$ cat config.mk
export PLATFORM = sky130hd
export DESIGN_NAME = prcr_regs
export DESIGN_NICKNAME = d
export VERILOG_FILES = /design/src/design/prcr_pkg.sv /design/src/design/prcr_cfg_if.sv /design/src/design/prcr_ramp_scale.sv /design/src/design/prcr_input_ctrl.sv /design/src/design/prcr_regs.sv
export SDC_FILE = /design/constraint.sdc
export NUM_CORES = 1
export LEC_CHECK = 0
export BUFFER_PORTS_ARGS = -buffer_cell sky130_fd_sc_hd__buf_2
export CORE_MARGIN = 2
export CORE_UTILIZATION = 57
export CTS_CLUSTER_DIAMETER = 50
export DETAILED_ROUTE_END_ITERATION = 8
export PLACE_DENSITY = 0.85
export SETUP_SLACK_MARGIN = 0.15
export SYNTH_ARGS = -nofsm -noshare
export SYNTH_HDL_FRONTEND = slang
export SYNTH_SLANG_ARGS = --single-unit
$ cat constraint.sdc
create_clock -name clk -period 4.6 [get_ports clk]
set_input_delay 0.23 -clock clk [delete_from_list [all_inputs] [get_ports clk]]
set_output_delay 0.23 -clock clk [all_outputs]
set_load 0.05 [all_outputs]
$ cat src/design/prcr_pkg.sv
// Constants shared by the ramp and input configuration register bank.
// Assumes byte-wide registers behind the serial management port decoder.
package prcr_pkg;

    // ----------------------------------------------------------------
    // Register access port
    // ----------------------------------------------------------------
    localparam int ADDR_W = 16;                    // Register address width
    localparam int DATA_W = 8;                     // Register data width

    // ----------------------------------------------------------------
    // Register byte addresses
    // ----------------------------------------------------------------
    localparam logic [15:0] RAMP_CONTROL_D_ADDR      = 16'h07A6;
    localparam logic [15:0] LOOP_LIMIT_CONFIG_D_ADDR = 16'h07AC;
    localparam logic [15:0] ITERATION_LIMIT_D_LO     = 16'h07AD;
    localparam logic [15:0] ITERATION_LIMIT_D_HI     = 16'h07AE;
    localparam logic [15:0] SETTLE_TARGET_D_LO       = 16'h07B1;
    localparam logic [15:0] SETTLE_TARGET_D_HI       = 16'h07B2;
    localparam logic [15:0] EXT_OSC_SOURCE_ADDR      = 16'h090E;
    localparam logic [15:0] IO_LEVEL_CONFIG_ADDR     = 16'h0943;
    localparam logic [15:0] INPUT_BUFFER_CONFIG_ADDR = 16'h0949;
    localparam logic [15:0] INPUT_DETECTOR_EN_ADDR   = 16'h094A;
    localparam logic [15:0] INPUT_HYSTERESIS_LO      = 16'h094E;
    localparam logic [15:0] INPUT_HYSTERESIS_HI      = 16'h094F;

    // ----------------------------------------------------------------
    // Field positions
    // ----------------------------------------------------------------
    localparam int RAMP_SCALE_LSB    = 0;          // ramp_scale_d [2:0]
    localparam int RAMP_SWITCH_BIT   = 3;          // ramped_switch_on_d
    localparam int CEILING_BIT       = 0;          // output_ceiling_on_d
    localparam int SETTLE_DET_BIT    = 3;          // settle_detect_on_d
    localparam int NUM_INPUTS        = 4;          // Clock inputs
    localparam int PULSED_LSB        = 4;          // Pulsed format [7:4]
    localparam int HYST_W            = 12;         // input_hysteresis_cfg

    // ----------------------------------------------------------------
    // Reset values
    // ----------------------------------------------------------------
    localparam logic [3:0]  RAMP_CONTROL_RST  = 4'h0;
    localparam logic [1:0]  LOOP_LIMIT_RST    = 2'h0;
    localparam logic [15:0] ITER_CAP_RST      = 16'h0000;
    localparam logic [15:0] SETTLE_GOAL_RST   = 16'h0000;
    localparam logic        EXT_OSC_RST       = 1'b0;
    localparam logic        IO_LEVEL_RST      = 1'b0;  // 1.8 V levels
    localparam logic [7:0]  INPUT_CFG_RST     = 8'h00;
    localparam logic [3:0]  DETECTOR_EN_RST   = 4'h0;
    localparam logic [11:0] HYST_RST          = 12'h000;

    // ----------------------------------------------------------------
    // Ramp rate arithmetic
    // ----------------------------------------------------------------
    localparam int SCALE_W     = 3;                // Step scaling code
    localparam int BASE_RATE_W = 8;                // Base ramp rate width
    localparam int FRAC_W      = 2;                // Fraction bits of result
    localparam int RATE_W      = BASE_RATE_W + 10 + FRAC_W;

    // Step scaling codes
    localparam logic [2:0] SCALE_X1     = 3'h0;
    localparam logic [2:0] SCALE_X4     = 3'h1;
    localparam logic [2:0] SCALE_X16    = 3'h2;
    localparam logic [2:0] SCALE_X64    = 3'h3;
    localparam logic [2:0] SCALE_X256   = 3'h4;
    localparam logic [2:0] SCALE_X1024  = 3'h5;
    localparam logic [2:0] SCALE_QUART  = 3'h6;
    localparam logic [2:0] SCALE_HALF   = 3'h7;

endpackage

$ cat src/design/prcr_cfg_if.sv
// Carries configuration from the register bank to its helper modules.
// Assumes all parties run on the same clock.
`timescale 1ns/1ns
interface prcr_cfg_if;
    import prcr_pkg::*;

    logic [SCALE_W-1:0]     rampScaleD;      // Step scaling code
    logic [BASE_RATE_W-1:0] baseRampRateD;   // Base holdover ramp rate
    logic [RATE_W-1:0]      rampRateD;       // Final rate, 2 fraction bits
    logic [7:0]             inputCfg;        // Buffer enables and formats
    logic [3:0]             detectorCfg;     // Input to detector enables
    logic [3:0]             bufferOn;        // Powered input buffers
    logic [3:0]             pulsedCmos;      // Pulsed format selects
    logic [3:0]             detectorOn;      // Effective detector feeds

    // Register bank side
    modport bank (output rampScaleD, output baseRampRateD, output inputCfg,
                  output detectorCfg, input rampRateD, input bufferOn,
                  input pulsedCmos, input detectorOn);
    // Ramp scaler side
    modport ramp (input rampScaleD, input baseRampRateD, output rampRateD);
    // Input control side
    modport inp  (input inputCfg, input detectorCfg, output bufferOn,
                  output pulsedCmos, output detectorOn);
endinterface

$ cat src/design/prcr_ramp_scale.sv
// Final ramp rate: base rate times the decoded step scaling factor.
// Assumes base rate and code come from logic on the same clock.
`timescale 1ns/1ns
module prcr_ramp_scale
    import prcr_pkg::*;
(
    input  wire logic clk,
    input  wire logic reset,
    prcr_cfg_if.ramp  cfg
);

    // ----------------------------------------------------------------
    // State
    // ----------------------------------------------------------------
    typedef struct packed {
        logic [RATE_W-1:0] rate;                  // Registered product
    } prcr_ramp_s;

    prcr_ramp_s state_r;                          // Current state
    prcr_ramp_s state_nxt;                        // Next state
    logic [RATE_W-1:0] baseFix;                   // Base with fraction bits

    // Base rate widened; two fraction bits let 1/4x stay exact
    assign baseFix = RATE_W'({cfg.baseRampRateD, 2'b00});

    // Decode the code into a shift: powers of four, or a quarter or half
    always_comb begin
        state_nxt = state_r;
        case (cfg.rampScaleD)
            SCALE_X1:    state_nxt.rate = baseFix;
            SCALE_X4:    state_nxt.rate = baseFix << 2;
            SCALE_X16:   state_nxt.rate = baseFix << 4;
            SCALE_X64:   state_nxt.rate = baseFix << 6;
            SCALE_X256:  state_nxt.rate = baseFix << 8;
            SCALE_X1024: state_nxt.rate = baseFix << 10;
            SCALE_QUART: state_nxt.rate = baseFix >> 2;
            default:     state_nxt.rate = baseFix >> 1;
        endcase
    end

    // Register the product
    always_ff @(posedge clk) begin
        if (reset) begin
            state_r <= '0;
        end else begin
            state_r <= state_nxt;
        end
    end

    assign cfg.rampRateD = state_r.rate;

endmodule // prcr_ramp_scale

$ cat src/design/prcr_input_ctrl.sv
// Per-input buffer power, format select and detector feed.
// Assumes configuration bits come from the register bank on this clock.
`timescale 1ns/1ns
module prcr_input_ctrl
    import prcr_pkg::*;
(
    input  wire logic clk,
    input  wire logic reset,
    prcr_cfg_if.inp   cfg
);

    // ----------------------------------------------------------------
    // State
    // ----------------------------------------------------------------
    typedef struct packed {
        logic [3:0] bufferOn;                     // Buffer powered
        logic [3:0] pulsedCmos;                   // Pulsed format chosen
        logic [3:0] detectorOn;                   // Feed to phase detector
    } prcr_inp_s;

    prcr_inp_s  state_r;                          // Current state
    prcr_inp_s  state_nxt;                        // Next state
    logic [3:0] feedOk;                           // Per-input feed gate

    // A powered-down input cannot feed the detector
    for (genvar n = 0; n < NUM_INPUTS; n++) begin : g_input
        assign feedOk[n] = cfg.detectorCfg[n] & cfg.inputCfg[n];
    end

    // Split the input configuration byte
    always_comb begin
        state_nxt            = state_r;
        state_nxt.bufferOn   = cfg.inputCfg[NUM_INPUTS-1:0];
        state_nxt.pulsedCmos = cfg.inputCfg[PULSED_LSB+:NUM_INPUTS];
        state_nxt.detectorOn = feedOk;
    end

    // Register the decoded controls
    always_ff @(posedge clk) begin
        if (reset) begin
            state_r <= '0;
        end else begin
            state_r <= state_nxt;
        end
    end

    assign cfg.bufferOn   = state_r.bufferOn;
    assign cfg.pulsedCmos = state_r.pulsedCmos;
    assign cfg.detectorOn = state_r.detectorOn;

endmodule // prcr_input_ctrl

$ cat src/design/prcr_regs.sv
// Register bank for the fourth loop's ramp control and the device-wide
// input page. Assumes a serial port decoder that presents byte-wide
// single-cycle read and write strobes on this clock.
`timescale 1ns/1ns
module prcr_regs
    import prcr_pkg::*;
(
    input  wire logic                   clk,
    input  wire logic                   reset,
    input  wire logic [ADDR_W-1:0]      regAddr,
    input  wire logic                   regWrEn,
    input  wire logic [DATA_W-1:0]      regWrData,
    input  wire logic                   regRdEn,
    output logic      [DATA_W-1:0]      regRdData,
    output logic                        regRdValid,
    input  wire logic [BASE_RATE_W-1:0] baseRampRateD,
    output logic      [RATE_W-1:0]      rampRateD,
    output logic                        inputSwitchRampedD,
    output logic                        holdoverEntryRampedD,
    output logic                        outputCeilingOnD,
    output logic                        settleDetectOnD,
    output logic      [15:0]            iterationCapD,
    output logic      [15:0]            settleGoalD,
    output logic                        extOscSelect,
    output logic                        ioLevel33,
    output logic      [3:0]             inputBufferOn,
    output logic      [3:0]             inputPulsedCmos,
    output logic      [3:0]             inputToDetectorOn,
    output logic      [HYST_W-1:0]      inputHysteresisCfg
);

    // ----------------------------------------------------------------
    // State
    // ----------------------------------------------------------------
    typedef struct packed {
        logic [3:0]        rampControl;           // Scale code and enable
        logic              ceilingOn;             // Output ceiling enable
        logic              settleDetOn;           // Settle detect enable
        logic [15:0]       iterationCap;          // Iteration limit
        logic [15:0]       settleGoal;            // Settle target
        logic              extOsc;                // Oscillator source
        logic              ioLevel;               // I/O threshold select
        logic [7:0]        inputCfg;              // Buffer enable, format
        logic [3:0]        detectorCfg;           // Input to detector
        logic [HYST_W-1:0] hysteresis;            // Hysteresis setting
        logic [DATA_W-1:0] rdData;                // Read answer
        logic              rdValid;               // Read answer strobe
    } prcr_regs_s;

    prcr_regs_s state_r;                          // Current state
    prcr_regs_s state_nxt;                        // Next state

    // ----------------------------------------------------------------
    // Helpers
    // ----------------------------------------------------------------
    prcr_cfg_if cfgBus ();                        // Link to helper modules

    // Feed the helpers from the stored settings and the base rate input port
    assign cfgBus.rampScaleD    = state_r.rampControl[RAMP_SCALE_LSB+:SCALE_W];
    assign cfgBus.baseRampRateD = baseRampRateD;
    assign cfgBus.inputCfg      = state_r.inputCfg;
    assign cfgBus.detectorCfg   = state_r.detectorCfg;

    // Base rate times step factor
    prcr_ramp_scale u_ramp_scale (
        .clk   (clk),
        .reset (reset),
        .cfg   (cfgBus.ramp)
    );

    // Per-input buffer and format controls
    prcr_input_ctrl u_input_ctrl (
        .clk   (clk),
        .reset (reset),
        .cfg   (cfgBus.inp)
    );

    // ----------------------------------------------------------------
    // Next-state logic
    // ----------------------------------------------------------------
    // Writes land in one cycle; reads answer one cycle after the strobe.
    // A read and write of the same address in one cycle returns the old
    // value, which keeps the read path free of the write data mux.
    always_comb begin
        state_nxt         = state_r;
        state_nxt.rdValid = 1'b0;

        // Write decode; bits with no field are dropped
        if (regWrEn) begin
            if (regAddr == RAMP_CONTROL_D_ADDR) begin
                // Scale code and ramped switching enable
                state_nxt.rampControl = regWrData[3:0];
            end else if (regAddr == LOOP_LIMIT_CONFIG_D_ADDR) begin
                // Two independent loop options
                state_nxt.ceilingOn   = regWrData[CEILING_BIT];
                state_nxt.settleDetOn = regWrData[SETTLE_DET_BIT];
            end else if (regAddr == ITERATION_LIMIT_D_LO) begin
                // Low byte of the iteration limit
                state_nxt.iterationCap[7:0] = regWrData;
            end else if (regAddr == ITERATION_LIMIT_D_HI) begin
                // High byte of the iteration limit
                state_nxt.iterationCap[15:8] = regWrData;
            end else if (regAddr == SETTLE_TARGET_D_LO) begin
                // Low byte of the settle target
                state_nxt.settleGoal[7:0] = regWrData;
            end else if (regAddr == SETTLE_TARGET_D_HI) begin
                // High byte of the settle target
                state_nxt.settleGoal[15:8] = regWrData;
            end else if (regAddr == EXT_OSC_SOURCE_ADDR) begin
                // Stored as written; holding it at one is the host's job
                state_nxt.extOsc = regWrData[0];
            end else if (regAddr == IO_LEVEL_CONFIG_ADDR) begin
                // Threshold select; a 3.3 V host writes this first
                state_nxt.ioLevel = regWrData[0];
            end else if (regAddr == INPUT_BUFFER_CONFIG_ADDR) begin
                // Enables in the low nibble, formats in the high
                state_nxt.inputCfg = regWrData;
            end else if (regAddr == INPUT_DETECTOR_EN_ADDR) begin
                // Per-input detector feed
                state_nxt.detectorCfg = regWrData[3:0];
            end else if (regAddr == INPUT_HYSTERESIS_LO) begin
                // Low byte of the hysteresis setting
                state_nxt.hysteresis[7:0] = regWrData;
            end else if (regAddr == INPUT_HYSTERESIS_HI) begin
                // Only the low nibble belongs to this field
                state_nxt.hysteresis[HYST_W-1:8] = regWrData[3:0];
            end
        end

        // Read decode; unmapped addresses answer zero
        if (regRdEn) begin
            state_nxt.rdValid = 1'b1;
            if (regAddr == RAMP_CONTROL_D_ADDR) begin
                state_nxt.rdData = {4'h0, state_r.rampControl};
            end else if (regAddr == LOOP_LIMIT_CONFIG_D_ADDR) begin
                state_nxt.rdData = {4'h0, state_r.settleDetOn, 2'h0,
                                    state_r.ceilingOn};
            end else if (regAddr == ITERATION_LIMIT_D_LO) begin
                state_nxt.rdData = state_r.iterationCap[7:0];
            end else if (regAddr == ITERATION_LIMIT_D_HI) begin
                state_nxt.rdData = state_r.iterationCap[15:8];
            end else if (regAddr == SETTLE_TARGET_D_LO) begin
                state_nxt.rdData = state_r.settleGoal[7:0];
            end else if (regAddr == SETTLE_TARGET_D_HI) begin
                state_nxt.rdData = state_r.settleGoal[15:8];
            end else if (regAddr == EXT_OSC_SOURCE_ADDR) begin
                state_nxt.rdData = {7'h00, state_r.extOsc};
            end else if (regAddr == IO_LEVEL_CONFIG_ADDR) begin
                state_nxt.rdData = {7'h00, state_r.ioLevel};
            end else if (regAddr == INPUT_BUFFER_CONFIG_ADDR) begin
                state_nxt.rdData = state_r.inputCfg;
            end else if (regAddr == INPUT_DETECTOR_EN_ADDR) begin
                state_nxt.rdData = {4'h0, state_r.detectorCfg};
            end else if (regAddr == INPUT_HYSTERESIS_LO) begin
                state_nxt.rdData = state_r.hysteresis[7:0];
            end else if (regAddr == INPUT_HYSTERESIS_HI) begin
                // Upper nibble belongs to another field, reads zero
                state_nxt.rdData = {4'h0, state_r.hysteresis[HYST_W-1:8]};
            end else begin
                // Unmapped: answer zero so the host never sees junk
                state_nxt.rdData = 8'h00;
            end
        end
    end

    // ----------------------------------------------------------------
    // State register
    // ----------------------------------------------------------------
    // Level select starts at 1.8 V so any host can reach the part
    always_ff @(posedge clk) begin
        if (reset) begin
            state_r.rampControl  <= RAMP_CONTROL_RST;
            state_r.ceilingOn    <= LOOP_LIMIT_RST[0];
            state_r.settleDetOn  <= LOOP_LIMIT_RST[1];
            state_r.iterationCap <= ITER_CAP_RST;
            state_r.settleGoal   <= SETTLE_GOAL_RST;
            state_r.extOsc       <= EXT_OSC_RST;
            state_r.ioLevel      <= IO_LEVEL_RST;
            state_r.inputCfg     <= INPUT_CFG_RST;
            state_r.detectorCfg  <= DETECTOR_EN_RST;
            state_r.hysteresis   <= HYST_RST;
            state_r.rdData       <= 8'h00;
            state_r.rdValid      <= 1'b0;
        end else begin
            state_r <= state_nxt;
        end
    end

    // ----------------------------------------------------------------
    // Outputs, all straight from flip-flops
    // ----------------------------------------------------------------
    assign regRdData            = state_r.rdData;
    assign regRdValid           = state_r.rdValid;
    assign rampRateD            = cfgBus.rampRateD;
    // One bit ramps both switching and holdover or freerun entry
    assign inputSwitchRampedD   = state_r.rampControl[RAMP_SWITCH_BIT];
    assign holdoverEntryRampedD = state_r.rampControl[RAMP_SWITCH_BIT];
    assign outputCeilingOnD     = state_r.ceilingOn;
    assign settleDetectOnD      = state_r.settleDetOn;
    assign iterationCapD        = state_r.iterationCap;
    assign settleGoalD          = state_r.settleGoal;
    assign extOscSelect         = state_r.extOsc;
    assign ioLevel33            = state_r.ioLevel;
    assign inputBufferOn        = cfgBus.bufferOn;
    assign inputPulsedCmos      = cfgBus.pulsedCmos;
    assign inputToDetectorOn    = cfgBus.detectorOn;
    assign inputHysteresisCfg   = state_r.hysteresis;

endmodule // prcr_regs

# Word level (Yosys, flattened, before mapping)
# Index checks and enable logic that the tools add are counted.
# classes
n_eq_ne,18
n_mux,14
bitwise,15
n_reduce_logical,13
# ops
op,n
20-bit case mux with 7 select lines,1
"16-bit by 11-bit == test with 1-bit output, second input constant",6
"16-bit by 12-bit == test with 1-bit output, second input constant",6
8-bit 2-to-1 mux,11
13-bit AND reduction,1
12-bit AND reduction,1
1-bit NOT,11
11-bit AND reduction,1
10-bit AND reduction,1
"3-bit == test, second input constant",3
9-bit AND reduction,1
8-bit AND reduction,1
7-bit AND reduction,1
"3-bit by 2-bit == test with 1-bit output, second input constant",2
6-bit AND reduction,1
5-bit AND reduction,1
1-bit AND,4
4-bit 2-to-1 mux,1
4-bit AND reduction,1
"3-bit by 1-bit == test with 1-bit output, second input constant",1
3-bit logical NOT,1
3-bit AND reduction,1
2-bit AND reduction,1
1-bit 2-to-1 mux,1
# word_totals
regBits,105
inputBits,36
output_inout_bits,91
word_cells,79

# Logic depth before layout (Yosys ltp)
# Gate-level depths: netlist of run 1.
# logic_depth
word_depth,13
ltp_mapped,9
ltp_nobuf,6

# Hierarchy
# From an unflattened synthesis of run 1, not the netlist that was laid out.
# unflattened
hier_cells,559
hier_area_um2,4994.8
# modules_own_cells
mod,instances,cells_each,area_each_um2,seq_area_each_um2
prcr_regs,1,427,3621.0,1461.4
prcr_ramp_scale,1,107,1037.2,400.4
prcr_input_ctrl,1,25,336.6,240.2

# Worst setup path after synthesis of run 1
# No wires, ideal clock.
# synth_timing
path_type,input port to flip-flop
startpoint,in regAddr[12]
endpoint,"reg, netlist name cfgBus.inputCfg[0]"
setup_time_ps,132
arrival_ps,2077
required_time_ps,4468
path_slack_ps,2391
cell_stages,8
path_buffers,2
path_cell_list,or4b_4 > or4_4 > buf_6 > nor3_4 > buf_6 > nand2_2 > nand2_1 > a21oi_1
# synth_via
elab_chain_len,3
elab_cells_between_ends,18
cone_classes,9 x eq/ne; 8 x bitwise; 1 x reduce/logical
# synth_rtl
element,line_no,text
from (decl),prcr_regs.sv:10,"input wire logic [ADDR_W-1:0] regAddr,"
"16-bit by 12-bit == test with 1-bit output, or another cell as far along",prcr_regs.sv:112,end else if (regAddr == IO_LEVEL_CONFIG_ADDR) begin
1-bit NOT (no line),n/a,
10-bit AND reduction (no line) (*),n/a,
# Mark *: on every way between the ends. The rest lies on a longest branch, timed or not.
# A chain may end at the register's enable or synchronous reset.

# Worst setup path after layout of run 1
# layout_timing
startpoint,in regAddr[12]
endpoint,reg state_r (netlist bit regRdData[2])
# layout_via
elab_chain_len,13
elab_cells_between_ends,24
cone_classes,12 x eq/ne; 12 x mux
# layout_rtl
element,line_no,text
16-bit by 12-bit == test with 1-bit output,prcr_regs.sv:156,end else if (regAddr == INPUT_HYSTERESIS_HI) begin
4-bit 2-to-1 mux,prcr_regs.sv:156,
8-bit 2-to-1 mux,prcr_regs.sv:154,end else if (regAddr == INPUT_HYSTERESIS_LO) begin
8-bit 2-to-1 mux,prcr_regs.sv:152,end else if (regAddr == INPUT_DETECTOR_EN_ADDR) begin
8-bit 2-to-1 mux,prcr_regs.sv:150,end else if (regAddr == INPUT_BUFFER_CONFIG_ADDR) begin
8-bit 2-to-1 mux,prcr_regs.sv:148,end else if (regAddr == IO_LEVEL_CONFIG_ADDR) begin
8-bit 2-to-1 mux,prcr_regs.sv:146,end else if (regAddr == EXT_OSC_SOURCE_ADDR) begin
8-bit 2-to-1 mux,prcr_regs.sv:144,end else if (regAddr == SETTLE_TARGET_D_HI) begin
8-bit 2-to-1 mux,prcr_regs.sv:142,end else if (regAddr == SETTLE_TARGET_D_LO) begin
8-bit 2-to-1 mux,prcr_regs.sv:140,end else if (regAddr == ITERATION_LIMIT_D_HI) begin
8-bit 2-to-1 mux,prcr_regs.sv:138,end else if (regAddr == ITERATION_LIMIT_D_LO) begin
8-bit 2-to-1 mux,prcr_regs.sv:135,end else if (regAddr == LOOP_LIMIT_CONFIG_D_ADDR) begin
8-bit 2-to-1 mux (*),prcr_regs.sv:133,if (regAddr == RAMP_CONTROL_D_ADDR) begin
to (signal assigned),prcr_regs.sv:185,state_r <= state_nxt;
to (decl),prcr_regs.sv:50,prcr_regs_s state_r;
# Marks and branches as above.

==> flow_metrics.py, run 1 <==
metrics = {
    "status": {
        "status": "finished clean",
    },
    "logic_synthesis": {
        "yosysWarnings": 0,
        "yosysUniqueCellTypes": 67,
        "synth_edf_count": 0,
        "syn_area_um2": 4910,
        "synth-seq-cells": 105,
        "async_flop_share": 0,
        "synth_fp_nets": 621,
        "synth_seq_area_share": 0.428,
        "syn-instance-count": 585,
        "synth_ff_type": "dfxtp_1",
        "avgSynthCellArea_um2": 8.39,
    },
    "detailed_routing": {
        "ant_nets": 0,
        "drt-vias-per-instance": 6.12,
        "num_vias": 4831,
        "drt_iter0_drc": 385,
        "dr.pass1.iters": 5,
        "wl_met1_um": 6040,
        "wl_um": 14200,
        "wl_met3_um": 1330,
        "wl_met2_um": 6410,
        "drc": 0,
        "top_layer": "met4",
        "wire_per_inst_um": 18.0,
    },
    "clock_network": {
        "numCtsBuffers": 9,
        "clock_tree.buffer_depth": 2,
        "ctsResizeCount": 0,
        "cts_hold_buffers": 0,
        "cts.sinks": 105,
        "clk_pin_slew_ns": 0.11,
        "htree_levels": 3,
        "cts_root_buf": "clkbuf_8",
        "cts_tree": "done",
        "clkLatencyLatePin_ns": 0.37,
        "cts_setup_buffers": 0,
    },
    "critical_path": {
        "crit_path_start_kind": "input port",
        "reg2reg_depth": 4,
        "critPathMaxFanout": 12,
        "rr_endpoint": "u_ramp_scale.cfg.rampRateD[8]$_SDFF_PP0_",
        "required_ns": 4.89,
        "reg2reg_slack_ns": 2.77,
        "endpoint_kind": "register",
        "worstPathArrival_ns": 2.72,
        "r2r-start": "cfgBus.rampScaleD[0]$_SDFFE_PP0P_",
        "path_class": "input port to register",
    },
    "layout": {
        "n_antenna_cell": 0,
        "fin_util": 0.683,
        "layout-drive-gt1-share": 0.239,
        "multi_input_area_um2": 2590,
        "fin_cells": 790,
        "area_growth_syn_to_layout_pct": 15.5,
        "fill_cells": 704,
        "seq_area_um2": 2100,
        "nets": 716,
    },
    "placed_design": {
        "placed_cells": 774,
        "hpwl_um": 10100,
        "port-buffer-count": 126,
        "place.gp.congestion": 0.925,
    },
    "sta": {
        "setup_tns_ns": 0,
        "finalHoldViolations": 0,
        "fin_skew_ns": 0.0140,
        "worst_pin_slew_ns": 1.05,
        "timing.final.crit_share": 0.527,
        "slew_viol_final": 0,
        "grt_setup_unrepaired": "false",
        "fin_crit_ns": 2.42,
        "setup_viol": 0,
        "max_freq_ghz": 0.412,
        "relSlewSlack": 0.295,
        "timing.hold.ws_ns": 0.156,
    },
    "power": {
        "p_leak_nw": 2.28,
        "power.density_nw_per_um2": 281,
        "peakVddDrop_mv": 0.129,
    },
    "min_path": {
        "hold_end": "u_ramp_scale.cfg.rampRateD[2]$_SDFF_PP0_",
        "min_path_type": "input port to register",
        "holdCritStartpoint": "baseRampRateD[0]",
        "min_path_cells": 3,
    },
    "floorplanning": {
        "io_pins": 127,
        "die_h_um": 96.8,
        "core_um2": 8300,
        "start_util": 0.591,
        "rows": 33,
        "die_x_um": 96.8,
        "die-area_um2": 9370,
    },
    "job": {
        "cap_violations": 0,
    },
    "grt": {
        "grt_pass1_vias": 4375,
        "antenna_found_initial": 0,
        "grt_pass1_wl_um": 22700,
        "overflow": 0,
        "grtUsageTotal": 0.297,
        "grt_max_degree": 69,
    },
}
flip-flops by register name (all words and copies together) (netlist names), 8 cells and up:
signal / count
settleGoalD: 16
cfgBus.inputCfg: 8
iterationCapD: 16
regRdData: 8
inputHysteresisCfg: 12
u_ramp_scale.cfg.rampRateD: 20
layer usage:
layer	track usage	up-vias
li1	-	2274
met1	0.411	2252
met2	0.449	266
met3	0.0621	39
met4	0.128	0
met5	0	-
area by class of cell:
cell class | count | area share
well taps | 105 | 0.0232
flip-flops and latches | 105 | 0.371
clock buffers | 11 | 0.0232
inverters | 7 | 0.00464
repair buffers | 128 | 0.114
clock inverters | 5 | 0.00795
multi-input cells | 429 | 0.456
critical path, cell delays in order:
cell,delay [ns]
buf_2,0.10
or4b_4,0.58
or4_1,0.59
nor3_2,0.66
a22oi_1,0.14
and3_1,0.23
a211oi_1,0.18
cell usage in the layout, fill, tap and decap left out, types with 3 or more instances in the layout:
cell type and n:
inv_1 7, nor3_2 3, a21boi_0 3, nor2_1 58
nand2_1 69, nand3_1 52, a22o_1 4, a211oi_1 8
nor3_1 13, clkbuf_8 9, mux2_2 3, a32oi_1 3
mux2i_1 33, dfxtp_1 105, nor2b_1 19, and3_1 6
nor4_1 4, buf_2 126, nor4_4 4, a31oi_1 5
and2_1 6, o21ai_0 14, a21oi_1 50, nand2_2 4
a22oi_1 8, or4_1 3, nand2b_1 10
cell families after synthesis:
logic type | count (synthesis) | synth area share
AO/OA/AOI/OAI | 125 | 0.166
flip-flops | 105 | 0.428
buffers and inverters | 51 | 0.0449
multiplexers | 36 | 0.0742
AND/OR/NAND/NOR | 268 | 0.287
worst max-delay path by stage:
stage	depth (start not counted)	slack, ns	startpoint	to
2_1_floorplan	8	2.39	regAddr[12]	cfgBus.inputCfg[0]$_SDFFE_PP0P_
4_1_cts	7	2.20	regAddr[12]	regRdData[2]$_SDFFE_PP0P_
5_1_grt	7	2.02	regAddr[12]	regRdData[2]$_SDFFE_PP0P_
3_3_place_gp	7	1.89	regAddr[12]	regRdData[2]$_SDFFE_PP0P_
6_report	7	2.18	regAddr[12]	regRdData[2]$_SDFFE_PP0P_
3_5_place_dp	7	1.81	regAddr[12]	regRdData[2]$_SDFFE_PP0P_
stage by stage:
stage	setup slack (ns)	area [um^2]	total power [mW]
CTS	2.20	5670	1.59
finish	2.18	5670	1.60
detailed placement	1.81	5490	1.07
floorplan	2.39	4910	1.02
global placement	1.89	5490	1.07
global route	2.02	5670	1.65
cells in the mapped netlist, drive strengths merged, types with 3 or more instances:
cell type / instances / area, um^2
mux2i: 33 / 330
a31oi: 5 / 31.3
nand2b: 10 / 62.6
nor2b: 19 / 119
and2: 6 / 37.5
nand2: 73 / 284
clkbuf: 32 / 120
a22o: 4 / 35.0
a21oi: 50 / 250
nor2: 59 / 229
a211oi: 8 / 60.1
dfxtp: 105 / 2100
nor3: 17 / 111
a32oi: 3 / 26.3
nor4: 8 / 110
buf: 12 / 73.8
or4: 4 / 33.8
a22oi: 8 / 60.1
mux2: 3 / 33.8
and3: 6 / 37.5
a21boi: 3 / 22.5
inv: 7 / 26.3
nand3: 52 / 260
o21ai: 16 / 80.1
power by group:
part	switching, mW	leakage [nW]	internal, mW	total [mW]
logic	0.100	1.35	0.0347	0.135
clock network	0.339	0.0864	0.207	0.545
registers	0.00134	0.848	0.913	0.915
total	0.440	2.28	1.15	1.60
No activity file was read; power rests on OpenSTA's default activity.
==> run 2, diff against run 1 <==
Settings changed: CORE_UTILIZATION 57 to 48, PLACE_DENSITY 0.85 to 0.76.
Clock period 4.6 ns to 2.2 ns, I/O delays scaled along.
==> run 2 against run 1 <==
Against the previous run:
- worst hold slack got worse by 0.13 ns
- setup slack got worse by 1.9 ns
- clock power increased by 130%
- final area increased by 5.0%
- largest cell class unchanged
==> flow_metrics.py, run 2 (synthesis results as in run 1) <==
metrics = {
    "status": {
        "status": "finished clean",
    },
    "sta": {
        "fin_crit_ns": 1.89,
        "worst_pin_slew_ns": 0.936,
        "grt_setup_unrepaired": "false",
        "timing.hold.ws_ns": 0.0228,
        "max_freq_ghz": 0.528,
        "slew_viol_final": 0,
        "setup_ws_ns": 0.305,
        "setup_viol": 0,
        "relSlewSlack": 0.376,
        "timing.final.crit_share": 0.861,
        "finalHoldViolations": 0,
        "fin_skew_ns": 0.0135,
    },
    "layout": {
        "layout_common_cells": "buf_2, dfxtp_1, nand2_1",
        "layout-drive-gt1-share": 0.272,
        "seq_area_um2": 2100,
        "multi_input_area_um2": 2590,
        "final_common_cell": "buf_2",
        "nets": 744,
        "fin_cells": 846,
        "final_area_um2": 5950,
        "n_antenna_cell": 0,
        "area_growth_syn_to_layout_pct": 21.2,
        "largest_reg_flops": 20,
        "fill_cells": 872,
    },
    "critical_path": {
        "critPathMaxFanout": 6,
        "path_class": "input port to register",
        "r2r-start": "cfgBus.rampScaleD[1]$_SDFFE_PP0P_",
        "reg2reg_depth": 4,
        "required_ns": 2.51,
        "worstPathArrival_ns": 2.21,
        "endpoint_kind": "register",
        "rr_endpoint": "u_ramp_scale.cfg.rampRateD[6]$_SDFF_PP0_",
        "reg2reg_slack_ns": 0.48,
        "crit_path_start_kind": "input port",
    },
    "detailed_routing": {
        "drt_iter0_drc": 276,
        "ant_nets": 0,
        "num_vias": 4870,
        "dr.pass1.iters": 5,
        "wire_per_inst_um": 17.2,
        "drc": 0,
        "drt-vias-per-instance": 5.76,
        "wl_um": 14600,
    },
    "placed_design": {
        "hpwl_um": 10400,
        "placed_cells": 828,
        "post-place-ws_ns": -0.124,
        "place.gp.congestion": 0.990,
        "port-buffer-count": 126,
        "placed_area_um2": 5730,
    },
    "floorplanning": {
        "io_pins": 127,
        "core_um2": 9860,
        "die_x_um": 105,
        "die_h_um": 105,
        "start_util": 0.498,
        "rows": 36,
        "die-area_um2": 11100,
    },
    "clock_network": {
        "numCtsBuffers": 9,
        "cts.sinks": 105,
        "cts_tree": "done",
        "cts_root_buf": "clkbuf_8",
        "clk_pin_slew_ns": 0.10,
        "cts_hold_buffers": 0,
        "clock_tree.buffer_depth": 2,
        "clkLatencyLatePin_ns": 0.39,
        "htree_levels": 3,
    },
    "power": {
        "p_leak_nw": 2.43,
        "power.total_mw": 3.45,
        "power.density_nw_per_um2": 580,
        "peakVddDrop_mv": 0.306,
    },
    "grt": {
        "grt_pass1_wl_um": 23700,
        "overflow": 0,
        "antenna_found_initial": 0,
        "grt_max_degree": 95,
        "grt_pass1_vias": 4571,
        "grtUsageTotal": 0.268,
    },
    "min_path": {
        "holdCritStartpoint": "baseRampRateD[0]",
        "min_path_cells": 3,
        "min_path_type": "input port to register",
        "hold_end": "u_ramp_scale.cfg.rampRateD[2]$_SDFF_PP0_",
    },
    "job": {
        "cap_violations": 0,
    },
}
==> run 2: cell count changes in the layout (fill, tap and decap cells not counted), sizes merged <==
cell      change
buf          +28
clkbuf        -2
bufinv        +1
clkinv        +1
clkinvlp      +1
inv           -1
==> run 2: critical path, stage by stage <==
cell and delay (ns):
buf_2 0.10, or4b_4 0.59, or4_4 0.60, nor4_1 0.39, o221ai_1 0.18, a41oi_1 0.23
==> run 2: metal layers <==
layer	GRT usage	routed length [um]	up-vias
met2	0.438	7000	216
met4	0.0895	293	0
met3	0.0487	1010	25
li1	-	-	2327
met5	0	0	-
met1	0.357	6280	2302
==> run 2: power breakdown <==
group / leakage (nW) / switching (mW) / internal [mW]
logic: 1.49 / 0.215 / 0.0858
registers: 0.848 / 0.00266 / 1.91
clock network: 0.0962 / 0.702 / 0.534
total: 2.43 / 0.920 / 2.53
==> run 2: cell type report <==
type,count,share of cell area
timing repair buffer,156,0.146
clock inverter,7,0.0128
inverter,7,0.00442
clock buffer,9,0.0208
multi-input combinational,429,0.435
sequential,105,0.353
tap,133,0.0280
==> run 2: stage by stage <==
step           TNS, ns  utilization
2_1_floorplan        0            -
3_3_place_gp    -0.554        0.581
3_5_place_dp     -1.55        0.581
4_1_cts              0        0.602
5_1_grt              0        0.603
6_report             0        0.603
==> run 2: what timing repair did <==
action                                  4_1_cts  5_1_grt
endpoints found under the setup margin        0        1
setup buffers                                 0        2
gates resized for setup                       0        0
==> run 2: worst max-delay path by stage <==
stage / startpoint / endpoint / slack (ns)
after floorplan: regAddr[12] / cfgBus.inputCfg[0]$_SDFFE_PP0P_ / 0.16
after global placement: regAddr[12] / regRdData[1]$_SDFFE_PP0P_ / -0.04
after detailed placement: regAddr[12] / regRdData[1]$_SDFFE_PP0P_ / -0.12
after CTS: regAddr[12] / regRdData[1]$_SDFFE_PP0P_ / 0.28
after global routing: regAddr[12] / regRdData[1]$_SDFFE_PP0P_ / 0.16
final: regAddr[12] / regRdData[1]$_SDFFE_PP0P_ / 0.31
==> run 3, diff against run 2 <==
Settings changed: CORE_UTILIZATION 48 to 45, PLACE_DENSITY 0.76 to unset, PLACE_DENSITY_LB_ADDON set to 0.2, RECOVER_POWER set to 100.
==> run 3 against run 2 <==
Against the previous run:
- utilization decreased by 5.9 points
- worst hold slack improved by 0.017 ns
- clock-buffer cell count increased by 1
- via count decreased by 0.60%
- register-to-register slack got worse by 0.07 ns
- clock skew decreased by 0.0040 ns
- die area increased by 6.4%
- critical endpoint is now iterationCapD[10]$_SDFFE_PP0P_
- sequential cell count unchanged
- combinational power about the same
- critical path depth increased by 2
- routed wire length increased by 3.0%
- critical path type unchanged
==> flow_metrics.py, run 3 (synthesis results as in run 1) <==
metrics = {
    "grt": {
        "grtUsageTotal": 0.259,
        "grt_pass1_wl_um": 23300,
        "grt_max_degree": 56,
        "grt_pass1_vias": 4359,
        "antenna_found_initial": 0,
        "overflow": 0,
    },
    "clock_network": {
        "cts.sinks": 105,
        "clk_pin_slew_ns": 0.11,
        "cts_tree": "done",
        "clkLatencyLatePin_ns": 0.38,
        "cts_setup_buffers": 0,
        "cts_root_buf": "clkbuf_8",
        "htree_levels": 3,
        "ctsResizeCount": 0,
        "numCtsBuffers": 9,
        "cts_hold_buffers": 0,
        "clock_tree.buffer_depth": 2,
    },
    "layout": {
        "area_growth_syn_to_layout_pct": 19.2,
        "layout-drive-gt1-share": 0.136,
        "fin_cells": 859,
        "n_antenna_cell": 0,
        "nets": 750,
        "final_common_cell": "dfxtp_1",
        "layout_common_cells": "dfxtp_1, clkbuf_1, nand2_1",
        "largest_reg_flops": 20,
    },
    "sta": {
        "worst_pin_slew_ns": 1.06,
        "setup_tns_ns": 0,
        "slew_viol_final": 0,
        "setup_viol": 0,
        "fin_crit_ns": 1.99,
        "finalHoldViolations": 0,
        "relSlewSlack": 0.295,
        "max_freq_ghz": 0.501,
        "timing.final.crit_share": 0.907,
        "grt_setup_unrepaired": "false",
        "fin_skew_ns": 0.00948,
    },
    "detailed_routing": {
        "drt-vias-per-instance": 5.64,
        "num_vias": 4841,
        "wire_per_inst_um": 17.5,
        "drt_iter0_drc": 373,
        "ant_nets": 0,
        "wl_um": 15000,
        "dr.pass1.iters": 5,
        "drc": 0,
    },
    "critical_path": {
        "worstPathArrival_ns": 2.29,
        "critPathMaxFanout": 8,
        "crit_path_start_kind": "input port",
        "endpoint_kind": "register",
        "required_ns": 2.50,
        "path_class": "input port to register",
    },
    "floorplanning": {
        "die_h_um": 108,
        "start_util": 0.457,
        "core_um2": 10700,
        "rows": 38,
        "die-area_um2": 11800,
        "die_x_um": 108,
        "io_pins": 127,
    },
    "min_path": {
        "min_path_type": "input port to register",
    },
    "job": {
        "cap_violations": 0,
    },
    "placed_design": {
        "place.gp.congestion": 0.908,
        "placed_cells": 843,
        "port-buffer-count": 126,
        "hpwl_um": 11100,
    },
    "status": {
        "status": "finished clean",
    },
    "power": {
        "p_leak_nw": 2.04,
        "peakVddDrop_mv": 0.345,
        "power.density_nw_per_um2": 595,
    },
}
## run 3: changes by cell type in the layout (fill, tap and decap cells not counted), sizes merged
cell and change:
clkinvlp -1, clkbuf +102, buf -95, inv +1, clkinv -1
## run 3: report_power, final
| group | total, mW | switching, mW | internal [mW] |
|---|---|---|---|
| combinational | 0.298 | 0.215 | 0.0832 |
| clock | 1.27 | 0.726 | 0.546 |
| sequential | 1.91 | 0.00324 | 1.91 |
| total | 3.48 | 0.944 | 2.54 |
## run 3: critical path, stage by stage
cell	delay, ns
buf_2	0.10
or4b_1	0.64
or4_1	0.47
nor3_1	0.22
buf_4	0.19
clkbuf_1	0.30
nand3_1	0.12
a21oi_1	0.15
## run 3: per-layer routing
metal,routed length [um],GRT usage,vias up
li1,-,-,2346
met1,6830,0.365,2276
met2,6960,0.403,202
met3,1040,0.0464,17
met4,216,0.0769,0
met5,0,0,-
## run 3: metrics by stage
| stage | cell area (um^2) | power [mW] | util | setup slack [ns] | hold slack, ns |
|---|---|---|---|---|---|
| after floorplan | 4910 | 2.13 | - | 0.157 | 0.189 |
| after global placement | 5800 | 2.25 | 0.540 | 0.00404 | 0.426 |
| after detailed placement | 5800 | 2.26 | 0.540 | -0.0686 | 0.437 |
| after CTS | 6000 | 3.50 | 0.559 | 0.322 | 0.0252 |
| after global routing | 5850 | 3.61 | 0.545 | 0.132 | 0.0236 |
| final | 5850 | 3.48 | 0.545 | 0.205 | 0.0398 |
## run 3: final cells by class
type                       count  area (um^2)
clock buffer                  10          128
clock inverter                 6         73.8
fill                        1087         4890
inverter                       7         26.3
multi-input combinational    429         2580
sequential                   105         2100
tap                          140          175
timing repair buffer         162          769
## run 3: worst paths after layout
check	from	end	slack, ns	cells past startpoint
worst max-delay path	regAddr[12]	iterationCapD[10]$_SDFFE_PP0P_	0.21	8
worst min-delay path	regRdEn	regRdData[1]$_SDFFE_PP0P_	0.04	2
worst max register to register	cfgBus.rampScaleD[1]$_SDFFE_PP0P_	u_ramp_scale.cfg.rampRateD[6]$_SDFF_PP0_	0.41	4
worst min register to register	settleGoalD[4]$_SDFFE_PP0P_	settleGoalD[4]$_SDFFE_PP0P_	0.48	2
